[config.mk]
export PLATFORM = sky130hd
export DESIGN_NAME = head_row_address_scanner
export DESIGN_NICKNAME = d
export VERILOG_FILES = /design/src/design/row_decoder.v /design/src/design/head_row_address_scanner.v
export VERILOG_INCLUDE_DIRS = /design/src /design/src/shared
export SDC_FILE = /design/constraint.sdc
export NUM_CORES = 1
export LEC_CHECK = 0
export BUFFER_PORTS_ARGS = -buffer_cell sky130_fd_sc_hd__clkbuf_2
export CAP_MARGIN = 20
export CORE_ASPECT_RATIO = 0.5
export CORE_MARGIN = 1.5
export CORE_UTILIZATION = 50
export DETAILED_ROUTE_END_ITERATION = 8
export PLACE_DENSITY = 0.76
export RECOVER_POWER = 100
export SLEW_MARGIN = 40
export SYNTH_ARGS = -nofsm -noshare
export SYNTH_HDL_FRONTEND = slang
export SYNTH_SLANG_ARGS = --single-unit
[constraint.sdc]
create_clock -name CLK -period 3 [get_ports CLK]
set_input_delay 0.75 -clock CLK [delete_from_list [all_inputs] [get_ports CLK]]
set_output_delay 0.75 -clock CLK [all_outputs]
set_load 0.03 [all_outputs]
[src/shared/row_scan_consts.vh]
/*
  Constants for the row-address scanner: reset state, state width,
  row count and counter-clock timing figures.
  Assumes inclusion by the design files under the bare name.
*/
`ifndef ROW_SCAN_CONSTS_VH
`define ROW_SCAN_CONSTS_VH

// ==========================================================
// Scan state
`define SCAN_W          4
`define SCAN_IDLE       4'h0
`define ROW_COUNT       13

// ==========================================================
// Timing
`define CLK_PERIOD_NS   10
`define CNT_CLK_MIN_NS  1000
`define CNT_CLK_MIN_CYC ((`CNT_CLK_MIN_NS + `CLK_PERIOD_NS - 1) / `CLK_PERIOD_NS)

`endif

[src/design/row_decoder.v]
/*
  Scan-state to row decoder: one-hot row vector, 13 rows, or none.
  Assumes a 4-bit state; combinational only, the parent registers it.
*/
`include "row_scan_consts.vh"

module row_decoder (
  input  wire [3:0]  state,   // Scan state
  output reg  [12:0] rows     // One-hot row vector
);

  // ==========================================================
  // Decode
  always @* begin
    case (state)
      4'h1:    rows = 13'h0001;
      4'h3:    rows = 13'h0002;
      4'h2:    rows = 13'h0004;
      4'h6:    rows = 13'h0008;
      4'h7:    rows = 13'h0010;
      4'h5:    rows = 13'h0020;
      4'h4:    rows = 13'h0040;
      4'hc:    rows = 13'h0080;
      4'hd:    rows = 13'h0100;
      4'hf:    rows = 13'h0200;
      4'he:    rows = 13'h0400;
      4'ha:    rows = 13'h0800;
      4'h8:    rows = 13'h1000;
      default: rows = 13'h0000;
    endcase
  end

endmodule

[src/design/head_row_address_scanner.v]
/*
  Row-address scanner for a dual matrix head: a reflected 14-state
  scan counter or direct selector bits, decoded to 13 rows per head.
  The counter clock is sampled as a level and its rising edge becomes
  a one-cycle step pulse, so the counter never runs on a second clock.
  The counter keeps its count while the selector pins drive the state.
  Assumes all inputs synchronous to CLK; the controller keeps the
  control inputs stable around the channel enable edge and keeps the
  counter clock low for at least one CLK before each rise.
  Row outputs and the scan state are registered: every change shows
  one CLK after the inputs that cause it are sampled.
*/
// Notes on behaviour
// With the counter enabled, direction high and clear high, each counter clock steps the up sequence.
// With the counter enabled, direction low and clear high, each counter clock steps the down sequence.
// Each nonzero sequence state activates exactly one of 13 rows; 0000, 1001 and 1011 activate none.
// With the counter disabled, the selector inputs drive the state bits directly, bit n to bit n.
// Both heads use the same decoding and rows are active only while the channel enable is low.
// The controller holds its inputs stable around the enable edge and clocks via counter_clock_sel0.
// Clear low with the counter enabled returns the state to 0000 so all rows go inactive.
`include "row_scan_consts.vh"

module head_row_address_scanner (
  input  wire        CLK,                      // System clock, 100 MHz
  input  wire        RESET,                    // Synchronous reset, active high
  input  wire        INTERNAL_COUNTER_ENABLE,  // High: counter drives state
  input  wire        COUNT_DIRECTION_SEL2,     // Up when high / selector bit 2
  input  wire        COUNTER_CLEAR_SEL1,       // Clear when low / selector bit 1
  input  wire        COUNTER_CLOCK_SEL0,       // Counter clock / selector bit 0
  input  wire        SELECTOR_BIT3,            // Selector bit 3
  input  wire        CHANNEL_OUTPUT_ENABLE_N,  // Rows active while low
  input  wire        HEAD_SELECT,              // 0: head A, 1: head B
  output reg  [3:0]  SCAN_STATE,               // Effective scan state
  output reg  [12:0] ROWS_A,                   // Head A row outputs
  output reg  [12:0] ROWS_B                    // Head B row outputs
);

  // ==========================================================
  // Scan state codes in up-count order; neighbours differ in one bit,
  // so a step never moves more than one state line at a time
  localparam [3:0] ST_IDLE  = `SCAN_IDLE;
  localparam [3:0] ST_ROW1  = 4'h1;
  localparam [3:0] ST_ROW2  = 4'h3;
  localparam [3:0] ST_ROW3  = 4'h2;
  localparam [3:0] ST_ROW4  = 4'h6;
  localparam [3:0] ST_ROW5  = 4'h7;
  localparam [3:0] ST_ROW6  = 4'h5;
  localparam [3:0] ST_ROW7  = 4'h4;
  localparam [3:0] ST_ROW8  = 4'hc;
  localparam [3:0] ST_ROW9  = 4'hd;
  localparam [3:0] ST_ROW10 = 4'hf;
  localparam [3:0] ST_ROW11 = 4'he;
  localparam [3:0] ST_ROW12 = 4'ha;
  localparam [3:0] ST_ROW13 = 4'h8;
  // Codes off the walk: no row, and the counter falls back to idle from them
  localparam [3:0] ST_GAP9  = 4'h9;
  localparam [3:0] ST_GAPB  = 4'hb;

  // ==========================================================
  // Sequence stepping
  function [3:0] step_up;
    input [3:0] s;
    begin
      case (s)
        ST_IDLE:  step_up = ST_ROW1;
        ST_ROW1:  step_up = ST_ROW2;
        ST_ROW2:  step_up = ST_ROW3;
        ST_ROW3:  step_up = ST_ROW4;
        ST_ROW4:  step_up = ST_ROW5;
        ST_ROW5:  step_up = ST_ROW6;
        ST_ROW6:  step_up = ST_ROW7;
        ST_ROW7:  step_up = ST_ROW8;
        ST_ROW8:  step_up = ST_ROW9;
        ST_ROW9:  step_up = ST_ROW10;
        ST_ROW10: step_up = ST_ROW11;
        ST_ROW11: step_up = ST_ROW12;
        ST_ROW12: step_up = ST_ROW13;
        ST_ROW13: step_up = ST_IDLE;
        ST_GAP9:  step_up = ST_IDLE;
        ST_GAPB:  step_up = ST_IDLE;
      endcase
    end
  endfunction

  function [3:0] step_down;
    input [3:0] s;
    begin
      case (s)
        ST_IDLE:  step_down = ST_ROW13;
        ST_ROW13: step_down = ST_ROW12;
        ST_ROW12: step_down = ST_ROW11;
        ST_ROW11: step_down = ST_ROW10;
        ST_ROW10: step_down = ST_ROW9;
        ST_ROW9:  step_down = ST_ROW8;
        ST_ROW8:  step_down = ST_ROW7;
        ST_ROW7:  step_down = ST_ROW6;
        ST_ROW6:  step_down = ST_ROW5;
        ST_ROW5:  step_down = ST_ROW4;
        ST_ROW4:  step_down = ST_ROW3;
        ST_ROW3:  step_down = ST_ROW2;
        ST_ROW2:  step_down = ST_ROW1;
        ST_ROW1:  step_down = ST_IDLE;
        ST_GAP9:  step_down = ST_IDLE;
        ST_GAPB:  step_down = ST_IDLE;
      endcase
    end
  endfunction

  // ==========================================================
  // Counter
  localparam [1:0] ACT_HOLD  = 2'b00;
  localparam [1:0] ACT_CLEAR = 2'b01;
  localparam [1:0] ACT_UP    = 2'b10;
  localparam [1:0] ACT_DOWN  = 2'b11;

  reg  [3:0]  count_r;
  reg  [3:0]  count_nxt;
  reg  [1:0]  act;
  reg         clk_in_r;
  wire        cnt_edge;
  wire [3:0]  sel_bits;
  wire [3:0]  state_sel;
  wire [12:0] rows_dec;
  wire        head_a_on;
  wire        head_b_on;

  // Counter clock is an ordinary input; its rising edge is a one-cycle step enable
  assign cnt_edge = COUNTER_CLOCK_SEL0 & ~clk_in_r;

  // Clear wins over a step in the same CLK; the count holds while disabled,
  // so going back to counter mode resumes where the scan left off
  always @* begin
    act = ACT_HOLD;
    if (INTERNAL_COUNTER_ENABLE) begin
      if (!COUNTER_CLEAR_SEL1) begin
        act = ACT_CLEAR;
      end else if (cnt_edge) begin
        if (COUNT_DIRECTION_SEL2) begin
          act = ACT_UP;
        end else begin
          act = ACT_DOWN;
        end
      end
    end
  end

  always @* begin
    case (act)
      ACT_CLEAR: count_nxt = ST_IDLE;
      ACT_UP:    count_nxt = step_up(count_r);
      ACT_DOWN:  count_nxt = step_down(count_r);
      default:   count_nxt = count_r;
    endcase
  end

  // The edge register follows the pin in reset and in selector mode too, so a
  // pin already high at release or at a mode change gives no false step
  always @(posedge CLK) begin
    clk_in_r <= COUNTER_CLOCK_SEL0;
  end

  always @(posedge CLK) begin
    if (RESET) begin
      count_r <= ST_IDLE;
    end else begin
      count_r <= count_nxt;
    end
  end

  // ==========================================================
  // Selector mode
  // The selector pins share the counter controls; the state follows them directly
  assign sel_bits  = {SELECTOR_BIT3, COUNT_DIRECTION_SEL2, COUNTER_CLEAR_SEL1, COUNTER_CLOCK_SEL0};
  assign state_sel = INTERNAL_COUNTER_ENABLE ? count_nxt : sel_bits;

  row_decoder u_dec (
    .state (state_sel),
    .rows  (rows_dec)
  );

  // ==========================================================
  // Outputs
  // One decoder serves both heads; only the selected head is driven, and
  // since rows change only on CLK a head swap never lights both heads
  assign head_a_on = ~CHANNEL_OUTPUT_ENABLE_N & ~HEAD_SELECT;
  assign head_b_on = ~CHANNEL_OUTPUT_ENABLE_N &  HEAD_SELECT;

  function [12:0] gate_rows;
    input        on;
    input [12:0] in_rows;
    begin
      if (on) begin
        gate_rows = in_rows;
      end else begin
        gate_rows = 13'h0000;
      end
    end
  endfunction

  always @(posedge CLK) begin
    if (RESET) begin
      SCAN_STATE <= ST_IDLE;
    end else begin
      SCAN_STATE <= state_sel;
    end
  end

  always @(posedge CLK) begin
    if (RESET) begin
      ROWS_A <= 13'h0000;
    end else begin
      ROWS_A <= gate_rows(head_a_on, rows_dec);
    end
  end

  always @(posedge CLK) begin
    if (RESET) begin
      ROWS_B <= 13'h0000;
    end else begin
      ROWS_B <= gate_rows(head_b_on, rows_dec);
    end
  end

endmodule

* Yosys cells after proc, flatten, opt, wreduce, memory -nomap -nowiden
Memories as Yosys holds them, arrays and structs flattened. A register that Yosys moved wholly into a read port is not among the register bits.
Index checks and enable logic that the tools add are counted.
Widths: inputs -> output; s select.
** Storage, ports and cells
- Logic and storage cells :: 29
- Input port bits :: 9
- Register bits :: 35
- ROM bits :: 336
- Memories kept :: 3
- Output and inout port bits :: 30
** Memories
- (no name shown) :: words 16, width 13, read ports 1, clocked after memory_dff 0, write ports 0, RTL line row_decoder.v:15 : case (state)
- (no name shown) :: words 16, width 4, read ports 1, clocked after memory_dff 1, write ports 0, RTL line head_row_address_scanner.v:64 : case (s)
- (no name shown) :: words 16, width 4, read ports 1, clocked after memory_dff 1, write ports 0, RTL line head_row_address_scanner.v:88 : case (s)
** Operators by class
- Multiplexer cells :: 8
- Bitwise operators :: 8
- Reduce and logical (&&, ||, !) cells :: 2
- Equal/unequal tests :: 3
** Operators by type and width (number)
- $mux 4 :: 3
- $pmux 4 s3 :: 1
- $mux 2 :: 3
- $not 1->1 :: 5
- $eq 2x2->1 const B :: 2
- $reduce_or 2->1 :: 2
- $and 1x1->1 :: 3
- $eq 2x1->1 const B :: 1
- $mux 1 :: 1

* Depth between registers and ports, before layout
Gate-level depths: netlist (run 1).
An unclocked memory read counts as a cell.
- Depth in word-level cells :: 9
- Depth in mapped cells :: 8
- Gate-level depth less buffers :: 7

* By module
From an unflattened synthesis (run 1), not the netlist that was laid out.
** Second synthesis, totals
- Cell total of the unflattened synthesis :: 155
- Area, all modules :: 1709.1 um^2
** Modules (own cells, without submodules)
- head_row_address_scanner :: times used 1, sequential area each 860.8 um^2, cells each 138, area each 1467.7 um^2
- row_decoder :: times used 1, sequential area each 0.0 um^2, cells each 17, area each 241.5 um^2

* Worst setup path after synthesis (run 1)
OpenSTA, ideal clock, no wires.
- Kind :: input-to-reg
- Start :: input COUNTER_CLEAR_SEL1
- End :: register (tool-made name)
- Setup slack :: 640 ps
- Path buffers :: 1
- Stages :: 7
- Arrival :: 2240 ps
- Data required time :: 2879 ps
- Setup time :: 121 ps
- Path through :: buf_2 > nand4b_1 > or2_1 > a21boi_2 > nor2_1 > ha_1 > mux2_2
** RTL lines
- start, declared :: RTL line head_row_address_scanner.v:28 : input wire COUNTER_CLEAR_SEL1,

* Worst setup path after layout (run 1)
- Start :: input COUNTER_CLOCK_SEL0
- End :: register ROWS_B[1]
** On the way
- Cells in the longest elaborated chain, start to end :: 8
- Elaborated cells on any way between the ends :: 10
- Classes of those cells :: 3 x eq/ne; 5 x mux; 1 x bitwise; 1 x memory
** RTL lines
- start, declared :: RTL line head_row_address_scanner.v:29 : input wire COUNTER_CLOCK_SEL0,
- $and 1x1->1 :: RTL line head_row_address_scanner.v:128 : assign cnt_edge = COUNTER_CLOCK_SEL0 & ~clk_in_r;
- $mux 2 :: RTL line head_row_address_scanner.v:137 : end else if (cnt_edge) begin
- $mux 2 :: RTL line head_row_address_scanner.v:135 : if (!COUNTER_CLEAR_SEL1) begin
- $mux 2 :: RTL line head_row_address_scanner.v:134 : if (INTERNAL_COUNTER_ENABLE) begin
- $eq 2x2->1, or another cell as far along
- $pmux 4 s3 :: RTL line head_row_address_scanner.v:148 : case (act)
- $mux 4 * :: RTL line head_row_address_scanner.v:174 : assign state_sel = INTERNAL_COUNTER_ENABLE ? count_nxt : sel_bits;
- $mem_v2 16x13 *
- end signal, assigned :: RTL line head_row_address_scanner.v:220 : ROWS_B <= gate_rows(head_b_on, rows_dec);
- end, declared :: RTL line head_row_address_scanner.v:35 : output reg [12:0] ROWS_B
Every way passes the cells marked *; elsewhere a longest branch is shown, timed or not.
A chain may end at the register's enable or synchronous reset.

==> run_results.csv, run 1 <==
group,metric,value,unit
worst_setup_path,start_kind,"input port",
placed_design,place.gp.congestion,0.8551,
sta,post-route-min-period,2509,ps
logic_synthesis,synth_enable_flop_cells,0,
logic_synthesis,ys_types,40,
sta,clock_skew,5.437,ps
grt,track_usage,0.1771,
worst_setup_path,worst-path-max-fanout,9,
grt,grt_pass1_wl,5002,um
worst_setup_path,critical_path_arrival,2750,ps
logic_synthesis,syn_inst,166,
sta,timing.final.hold_violations,0,
logic_synthesis,syn_area,0.001670,mm^2
clocking,cts-root-to-sink-buffers,2,
cells_and_area,post_route_cells_drive_above_1_share,0.1159,
grt,antenna_found_initial,0,
clocking,postCtsResizedCells,0,
cells_and_area,final.fill_count,276,
sta,timing.setup.tns,0,ps
floorplan,die_area,0.003718,mm^2
clocking,insertion_delay,300,ps
logic_synthesis,yosys.cell_count.top_type,"dfxtp_1",
placed_design,io_buffers,38,
logic_synthesis,yosys.area_share.xor_xnor,0,
detailed_routing,ant_nets,0,
clocking,tritoncts.num_buffers,5,
placed_design,dp_hpwl,2257,um
worst_setup_path,max_incr_delay_on_cp,540,ps
logic_synthesis,synth_seq_area_share,0.5154,
sta,final.period_utilization,0.8362,
min_path,min_delay_path_depth,2,
worst_setup_path,cp.buffers_inverters,1,
floorplan,ports_placed_on_the_boundary,39,
clocking,htreeDepth,2,
detailed_routing,drt-pass1-iter-count,4,
logic_synthesis,synth-compound-area-share,0.1176,
worst_setup_path,timing.setup.critical_path_class,"in -> reg",
clocking,clk_pin_slew,80,ps
sta,final-max-slew-violation-count,0,
power_and_ir_drop,max-vdd-ir-drop,385.0,uV
logic_synthesis,yosysTopAreaCellShare,0.5154,
grt,grt.overflow.total,0,
detailed_routing,dr_total_vias,1264,
floorplan,placement_rows,14,
outcome,result_of_the_run,"finished clean",
logic_synthesis,synth_fa_ha_area_frac,0.01498,
logic_synthesis,ys_top_cells_by_area,"dfxtp_1 52%, nor2_1 7.6%, mux2i_4 2.7%, nand2b_1 2.6%, mux2i_1 2.4%",
power_and_ir_drop,static-leakage-power,0.0007356,uW
worst_setup_path,ff2ff_path_depth,5,
floorplan,core_area,0.003083,mm^2
clocking,cts_tree,"done",
cells_and_area,syn2layout_area_growth,15.06,%
sta,rsz_0062_raised_after_global_routing,"no",
clocking,cts_hold_buffers,0,
cells_and_area,diodes,0,
cells_and_area,fin_util,0.6234,
worst_setup_path,cp.required,3240,ps
detailed_routing,via_per_inst,5.117,
logic_synthesis,postSynthNetCount,177,
logic_synthesis,synth.mux.area_fraction,0.07341,
logic_synthesis,post_synth_and_or_nand_nor_area_fraction,0.2434,
floorplan,chipHeight,43.87,um
floorplan,starting_utilization_of_the_core_area,0.5418,
min_path,min_path_type,"reg -> reg",
detailed_routing,route.final.wire_length,3098,um
sta,worst_slew_margin,0.5573,
clocking,root_buffer_selected_by_cts,"clkbuf_8",
sta,worst_pin_slew,660.9,ps
clocking,cts_num_sinks,43,
worst_setup_path,critPathCaptureType,"register",
logic_synthesis,synth_top_family_by_area,"simple AND/OR/NAND/NOR gates",
sta,fmax,398.6,MHz
grt,number_of_global_route_vias_before_repair,1127,
cells_and_area,layout.cells.non_filler,247,
logic_synthesis,synthTopCellsByCount,"43 x dfxtp_1, 34 x nor2_1, 10 x nand2_1",
logic_synthesis,yosys_warnings,0,
clocking,cts.repair_timing.setup_buffer_count,0,
logic_synthesis,synth_ff_type,"dfxtp_1",
worst_setup_path,path_cells,"clkbuf_1 -> nor2b_4 -> mux2i_1 -> a41oi_4 -> or4_4 -> nor2_1",
detailed_routing,wl_per_cell,12.54,um
worst_setup_path,worst-path-stages,6,
detailed_routing,drt-initial-drc-count,41,
worst_setup_path,critical-path-top-delay-family,"simple AND/OR/NAND/NOR gates",
detailed_routing,drc_errors,0,
logic_synthesis,syn-mean-instance-area,10.06,um^2
power_and_ir_drop,power-per-cell-area,576.5,mW/mm^2
cells_and_area,nets,217,
grt,largest_net_degree_at_the_start_of_global_routing,18,
sta,setup_viols_final,0,
logic_synthesis,synth-async-reset-ratio,0,
logic_synthesis,ys_ff_latch,43,
logic_synthesis,netlist.top_cell.by_area,"dfxtp_1",
placed_design,placedCellCount,239,
floorplan,die_x,84.74,um
job,timing.max_cap.violations,0,
worst_setup_path,timing.critical_path.slowest_stage_cell,"mux2i_1",
power by group:
part / leakage [uW] / internal (uW) / switching [uW]
sequential: 0.000348 / 578 / 2.98
combinational: 0.000330 / 27.5 / 56.0
clock: 0.0000581 / 248 / 196
cell families (layout without fill, tap and decap cells):
kind of cell	after synthesis	count (layout)
compound gates	20	20
fa+ha+maj	2	2
buf+inv	11	52
flops	43	43
mux	9	9
simple gates	81	81
layout make-up:
| type | instances | area, um^2 | area share |
|---|---|---|---|
| Multi-Input combinational cell | 112 | 724.4 | 0.3770 |
| Clock buffer | 5 | 68.82 | 0.03581 |
| Inverter | 6 | 22.52 | 0.01172 |
| Clock inverter | 3 | 43.79 | 0.02279 |
| Timing Repair Buffer | 38 | 151.4 | 0.07878 |
| Tap cell | 40 | 50.05 | 0.02604 |
| Sequential cell | 43 | 860.8 | 0.4479 |
stage by stage:
| stage | worst slack [ps] | hold WS, ps | cell area (um^2) | total power (uW) |
|---|---|---|---|---|
| 2_1_floorplan | 639.6 | 515.6 | 1670 | 662.0 |
| 3_3_place_gp | 432.2 | 554.0 | 1874 | 680.5 |
| 3_5_place_dp | 366.5 | 575.1 | 1874 | 682.4 |
| 4_1_cts | 677.9 | 590.2 | 1987 | 1118 |
| 5_1_grt | 328.2 | 608.1 | 1922 | 1152 |
| 6_report | 491.3 | 587.8 | 1922 | 1108 |
final timing paths:
kind / start / to / slack, ps
worst max-delay path: COUNTER_CLOCK_SEL0 / ROWS_B[1]$_SDFF_PP0_ / 490
worst min-delay path: count_r[2]$_SDFF_PP0_ / count_r[2]$_SDFF_PP0_ / 590
worst max register to register: clk_in_r$_DFF_P_ / ROWS_B[1]$_SDFF_PP0_ / 950
worst min register to register: count_r[2]$_SDFF_PP0_ / count_r[2]$_SDFF_PP0_ / 590
routing by layer:
metal	up-vias	routed length (um)	GRT usage
met5	-	0	0
met4	0	19	0.08710
met3	3	180	0.05905
met2	35	1402	0.2794
met1	578	1495	0.2234
li1	648	-	-
cell usage in the layout (no fill, tap or decap), types with 2 or more instances in the layout:
cell	count
dfxtp_1	43
nor2_1	34
clkbuf_1	31
nand2_1	10
nand2b_1	7
clkbuf_2	7
inv_1	6
mux2i_1	5
nor3_1	5
clkbuf_8	5
nand3_1	4
and2_1	3
o21ai_0	3
a21oi_1	3
nand3b_1	3
o221ai_1	2
and2_0	2
and3_1	2
nor2b_1	2
a221o_1	2
or2_1	2
nand4_1	2
ha_1	2
worst register-to-register path, cell delays in order, from the launching register on:
cell and delay, ps:
dfxtp_1 350, nor2b_4 250, mux2i_1 540, a41oi_4 230
or4_4 490, nor2_1 130
No activity file was read; power rests on OpenSTA's default activity.
==> run 2: changes to the inputs <==
--- a/config.mk
+++ b/config.mk
@@ -10,9 +10,9 @@
 export CAP_MARGIN = 20
 export CORE_ASPECT_RATIO = 0.5
 export CORE_MARGIN = 1.5
-export CORE_UTILIZATION = 50
+export CORE_UTILIZATION = 47
 export DETAILED_ROUTE_END_ITERATION = 8
-export PLACE_DENSITY = 0.76
+export PLACE_DENSITY = 0.75
 export RECOVER_POWER = 100
 export SLEW_MARGIN = 40
 export SYNTH_ARGS = -nofsm -noshare
==> constraint.sdc (replaced) <==
create_clock -name CLK -period 2.3 [get_ports CLK]
set_input_delay 0.575 -clock CLK [delete_from_list [all_inputs] [get_ports CLK]]
set_output_delay 0.575 -clock CLK [all_outputs]
set_load 0.03 [all_outputs]
==> run 2 against run 1 <==
Clock skew decreased by 1.2 ps. Sequential power up 31%. Critical path depth fell by 1. Critical path type unchanged. Sequential cell count unchanged. Non-clock buffer count rose by 10. Worst setup slack got worse by 250 ps. Final cell count grew 8.5%.
==> run_results.csv, run 2 (synthesized netlist as in run 1, its figures left out) <==
group,metric,value,unit
floorplan,ports_placed_on_the_boundary,39,
placed_design,placed_cell_area,0.001963,mm^2
placed_design,io_buffers,38,
sta,clock_skew,4.205,ps
cells_and_area,leading_cell_type_in_the_layout_fill_and_taps_excluded,"dfxtp_1",
worst_setup_path,worst-path-max-fanout,7,
sta,rsz_0062_raised_after_global_routing,"no",
worst_setup_path,critPathCaptureType,"register",
grt,grt.overflow.total,0,
placed_design,place.gp.congestion,0.7770,
clocking,tritoncts.num_buffers,5,
worst_setup_path,path_cells,"clkbuf_1 -> mux2i_1 -> o221a_1 -> nor3_1 -> a2111oi_0",
worst_setup_path,r2r_start,"clk_in_r$_DFF_P_",
clocking,insertion_delay,300,ps
worst_setup_path,start_kind,"input port",
grt,antenna_found_initial,0,
clocking,htreeDepth,2,
detailed_routing,dr_total_vias,1317,
detailed_routing,drc_errors,0,
detailed_routing,drt-initial-drc-count,65,
cells_and_area,multiInputGateArea,745.7,um^2
cells_and_area,syn2layout_area_growth,19.78,%
min_path,min_path_type,"in -> reg",
clocking,cts-root-to-sink-buffers,2,
worst_setup_path,critical-path-top-delay-family,"compound AO/OA/AOI/OAI gates",
clocking,cts_tree,"done",
grt,track_usage,0.1726,
cells_and_area,layout.cells.most_common_list,"43 x dfxtp_1, 34 x nor2_1, 33 x clkbuf_1, 10 x nand2_1, 9 x buf_4",
worst_setup_path,worst-path-stages,5,
cells_and_area,nets,227,
placed_design,dp_hpwl,2502,um
power_and_ir_drop,max-vdd-ir-drop,287.8,uV
worst_setup_path,setup.worst_path.start,"COUNT_DIRECTION_SEL2",
clocking,cts_num_sinks,43,
floorplan,die_x,87.31,um
power_and_ir_drop,power-per-cell-area,672.9,mW/mm^2
sta,worst_slew_margin,0.6722,
detailed_routing,route.final.wire_length,3340,um
sta,setup_viols_final,0,
clocking,cts.repair_timing.setup_buffer_count,0,
floorplan,die_area,0.003942,mm^2
cells_and_area,final.fill_count,329,
cells_and_area,layout.cell_area.non_filler,0.002001,mm^2
worst_setup_path,timing.critical_path.slowest_stage_cell,"mux2i_1",
worst_setup_path,timing.setup.critical_path_class,"in -> reg",
sta,post-route-min-period,2054,ps
sta,worst_pin_slew,489.5,ps
cells_and_area,diodes,0,
outcome,result_of_the_run,"finished clean",
worst_setup_path,cp.required,2470,ps
worst_setup_path,r2r_setup_slack,380,ps
job,timing.max_cap.violations,0,
floorplan,chipHeight,45.16,um
floorplan,placement_rows,15,
sta,fmax,486.9,MHz
floorplan,starting_utilization_of_the_core_area,0.4890,
sta,final.period_utilization,0.8930,
clocking,postCtsResizedCells,0,
sta,final-max-slew-violation-count,0,
sta,timing.final.hold_violations,0,
detailed_routing,via_per_inst,4.914,
cells_and_area,ff_latch_area,860.8,um^2
min_path,worst_hold_startpoint,"SELECTOR_BIT3",
cells_and_area,post_route_cells_drive_above_1_share,0.1521,
floorplan,core_area,0.003416,mm^2
sta,timing.setup.tns,0,ps
worst_setup_path,ff2ff_path_depth,6,
grt,largest_net_degree_at_the_start_of_global_routing,14,
clocking,clk_pin_slew,80,ps
grt,grt_pass1_wl,4919,um
clocking,cts_hold_buffers,0,
worst_setup_path,max_incr_delay_on_cp,420,ps
worst_setup_path,critical_path_arrival,2220,ps
power_and_ir_drop,static-leakage-power,0.0007610,uW
worst_setup_path,cp.buffers_inverters,1,
detailed_routing,wl_per_cell,12.46,um
grt,number_of_global_route_vias_before_repair,1112,
clocking,root_buffer_selected_by_cts,"clkbuf_8",
detailed_routing,drt-pass1-iter-count,5,
detailed_routing,ant_nets,0,
[run 2: stage by stage]
stage / util / setup slack, ps / hold WS (ps) / cells / total power, uW
finish: 0.5857 / 246.2 / 546.9 / 268 / 1346
detailed placement: 0.5747 / 46.12 / 656.0 / 260 / 900.3
floorplan: - / 114.6 / 515.6 / 166 / 863.5
global placement: 0.5747 / 137.1 / 660.3 / 260 / 897.5
global route: 0.5857 / 153.9 / 567.0 / 268 / 1388
CTS: 0.5996 / 374.5 / 545.1 / 268 / 1360
[run 2: worst min path at each step]
| stage | endpoint | slack [ps] | cells after the start |
|---|---|---|---|
| floorplan | count_r[2]$_SDFF_PP0_ | 520 | 2 |
| global placement | count_r[2]$_SDFF_PP0_ | 660 | 3 |
| detailed placement | count_r[2]$_SDFF_PP0_ | 660 | 3 |
| CTS | SCAN_STATE[3]$_SDFF_PP0_ | 550 | 3 |
| global route | SCAN_STATE[3]$_SDFF_PP0_ | 570 | 3 |
| finish | SCAN_STATE[3]$_SDFF_PP0_ | 550 | 3 |
[run 2: layout make-up]
class / count / share of cell area
Sequential cell: 43 / 0.4303
Multi-Input combinational cell: 112 / 0.3727
Timing Repair Buffer: 48 / 0.1113
Clock buffer: 6 / 0.03627
Tap cell: 51 / 0.03189
Inverter: 6 / 0.01126
Clock inverter: 2 / 0.006254
[run 2: report_power, final]
part / switching [uW] / leakage (uW) / internal [uW]
Combinational: 77.5 / 0.000372 / 44.0
Sequential: 4.00 / 0.000348 / 753
Clock: 255 / 0.0000412 / 212
Total: 337 / 0.000761 / 1010
[run 2: per-layer routing]
layer | global-route usage | wire, um | part of all wire
met1 | 0.1957 | 1545 | 0.46
met2 | 0.2985 | 1534 | 0.46
met3 | 0.04936 | 180 | 0.054
met4 | 0.1048 | 79 | 0.024
met5 | 0 | 0 | 0
[run 2: worst min-delay path: cells and delay by family]
family	cells	cell delay (ps)
and+or+nand+nor	1	70
buffers and inverters	1	110
AOI/OAI and AO/OA	1	50
==> run 3: changes to the inputs <==
==> constraint.sdc (replaced) <==
create_clock -name CLK -period 1.7 [get_ports CLK]
set_input_delay 0.425 -clock CLK [delete_from_list [all_inputs] [get_ports CLK]]
set_output_delay 0.425 -clock CLK [all_outputs]
set_load 0.03 [all_outputs]
==> run 3 against run 2 <==
The flow now finishes with violations (negative setup slack). Combinational power increased by 93%. Critical path type is now reg -> reg. Count of clock-buffer cells in the layout did not move. Worst setup slack got worse by 280 ps. Non-clock buffer count up 26. Register-to-register slack lost 420 ps. Largest cell class is now multi-input gates. Final cell count rose by 9.7%. Die area unchanged.
==> run_results.csv, run 3 (synthesized netlist as in run 1, its figures left out) <==
group,metric,value,unit
outcome,result_of_the_run,"finished, violations left",
outcome,failing_checks,"negative setup slack",
sta,fmax,575.9,MHz
sta,final-max-slew-violation-count,0,
clocking,clk_pin_slew,80,ps
grt,number_of_global_route_vias_before_repair,1280,
grt,grt.overflow.total,0,
sta,worst_slew_margin,0.6619,
worst_setup_path,start_kind,"register",
floorplan,placement_rows,15,
power_and_ir_drop,clock_power_share,0.424,
detailed_routing,drc_errors,0,
sta,clock_skew,7.175,ps
placed_design,place.gp.congestion,0.8642,
sta,final.period_utilization,1.021,
sta,rsz_0062_raised_after_global_routing,"yes",
power_and_ir_drop,power-per-cell-area,899.9,mW/mm^2
clocking,cts-root-to-sink-buffers,2,
worst_setup_path,path_cells,"nor2b_4 -> buf_6 -> mux2i_4 -> a41oi_4 -> or4_4 -> nor2_2",
cells_and_area,layout.cells.most_common_list,"42 x dfxtp_1, 37 x clkbuf_2, 33 x buf_4, 29 x nor2_1, 10 x nand2_1",
power_and_ir_drop,seqPwrFrac,0.468,
floorplan,ports_placed_on_the_boundary,39,
detailed_routing,drt-initial-drc-count,48,
worst_setup_path,critPathCaptureType,"register",
power_and_ir_drop,static-leakage-power,0.001047,uW
detailed_routing,ant_nets,0,
worst_setup_path,timing.setup.critical_path_class,"reg -> reg",
worst_setup_path,timing.critical_path.slowest_stage_cell,"or4_4",
sta,setup_viols_final,5,
clocking,tritoncts.num_buffers,5,
cells_and_area,layout.cell_area.non_filler,0.002435,mm^2
clocking,insertion_delay,300,ps
grt,track_usage,0.1900,
grt,grt_pass1_wl,5533,um
worst_setup_path,critical_path_arrival,1980,ps
job,timing.max_cap.violations,0,
grt,largest_net_degree_at_the_start_of_global_routing,14,
detailed_routing,via_per_inst,4.922,
power_and_ir_drop,cell_internal_pwr,1709,uW
power_and_ir_drop,comb_power_share,0.108,
cells_and_area,syn2layout_area_growth,45.77,%
clocking,cts_num_sinks,43,
power_and_ir_drop,max-vdd-ir-drop,346.1,uV
worst_setup_path,max_incr_delay_on_cp,490,ps
floorplan,core_area,0.003416,mm^2
min_path,min_path_type,"in -> reg",
clocking,htreeDepth,2,
cells_and_area,leading_cell_type_in_the_layout_fill_and_taps_excluded,"dfxtp_1",
power_and_ir_drop,netSwitchingPower,482.2,uW
clocking,root_buffer_selected_by_cts,"clkbuf_8",
floorplan,die_x,87.31,um
floorplan,die_area,0.003942,mm^2
sta,worst_pin_slew,505.0,ps
sta,post-route-min-period,1737,ps
floorplan,chipHeight,45.16,um
cells_and_area,nets,253,
floorplan,starting_utilization_of_the_core_area,0.4890,
placed_design,dp_hpwl,2616,um
grt,antenna_found_initial,0,
sta,setup_ws,-36.54,ps
worst_setup_path,cp.required,1940,ps
clocking,cts_tree,"done",
detailed_routing,dr_total_vias,1447,
clocking,cts_hold_buffers,0,
worst_setup_path,worst-path-max-fanout,4,
detailed_routing,drt-pass1-iter-count,4,
power_and_ir_drop,total_power,2191,uW
detailed_routing,route.final.wire_length,4026,um
placed_design,io_buffers,38,
detailed_routing,wl_per_cell,13.69,um
cells_and_area,diodes,0,
power_and_ir_drop,swShare,0.2201,
cells_and_area,post_route_cells_drive_above_1_share,0.4486,
placed_design,placed_cell_area,0.002145,mm^2
sta,timing.final.hold_violations,0,
-- run 3: final timing paths --
path	start	endpoint	slack, ps	depth (start not counted)
max	clk_in_r$_DFF_P_	ROWS_A[0]$_SDFF_PP0_	-40	6
min	RESET	count_r[2]$_SDFF_PP0_	400	2
max reg2reg	clk_in_r$_DFF_P_	ROWS_A[0]$_SDFF_PP0_	-40	6
min reg2reg	count_r[0]$_SDFF_PP0_	count_r[0]$_SDFF_PP0_	730	3
-- run 3: power by group through the flow --
stage | Clock, uW | Sequential [uW] | Combinational [uW]
2_1_floorplan | 0 | 1060 | 108
3_3_place_gp | 0 | 1050 | 200
3_5_place_dp | 0 | 1050 | 203
4_1_cts | 933 | 1030 | 207
5_1_grt | 972 | 1030 | 252
6_report | 930 | 1020 | 236
-- run 3: final cells by class --
type                            instances  area, um^2
Sequential cell                        43       864.6
Multi-Input combinational cell        112       888.4
Tap cell                               51       63.81
Timing Repair Buffer                   74       462.9
Clock buffer                            6       72.57
Clock inverter                          2       60.06
Inverter                                6       22.52
Fill cell                             260       980.9
-- run 3: timing repair --
| item | 4_1_cts | 5_1_grt |
|---|---|---|
| setup buffers | 0 | 4 |
| setup endpoints to repair | 13 | 16 |
| pin swaps | 1 | 8 |
| resized for setup | 2 | 24 |
| gates cloned | 0 | 0 |
-- run 3: stage by stage --
step / cells / setup TNS (ps) / hold slack [ps] / setup slack (ps) / util
2_1_floorplan: 166 / -509.3 / 452.7 / -196.1 / -
3_3_place_gp: 282 / -5002 / 659.4 / -205.4 / 0.6278
3_5_place_dp: 282 / -5751 / 681.7 / -231.4 / 0.6278
4_1_cts: 290 / -37.13 / 378.4 / -37.13 / 0.6696
5_1_grt: 294 / -817.8 / 398.4 / -95.04 / 0.7128
6_report: 294 / -160.4 / 400.8 / -36.54 / 0.7128
-- run 3: worst max-delay path, delay by kind of cell, from the launching register on --
family / cells / cell delay [ps]
AO/OA/AOI/OAI: 1 / 160
buffers and inverters: 1 / 110
flip-flops: 1 / 370
multiplexers: 1 / 320
AND/OR/NAND/NOR: 3 / 720
-- run 3: routing by layer --
metal | track usage | vias to the layer above | wire length, um | part of all wire
met4 | 0.09524 | 0 | 75 | 0.019
met2 | 0.3308 | 44 | 2019 | 0.50
li1 | - | 720 | - | -
met5 | 0 | - | 0 | 0
met1 | 0.2182 | 673 | 1743 | 0.43
met3 | 0.05850 | 10 | 187 | 0.046
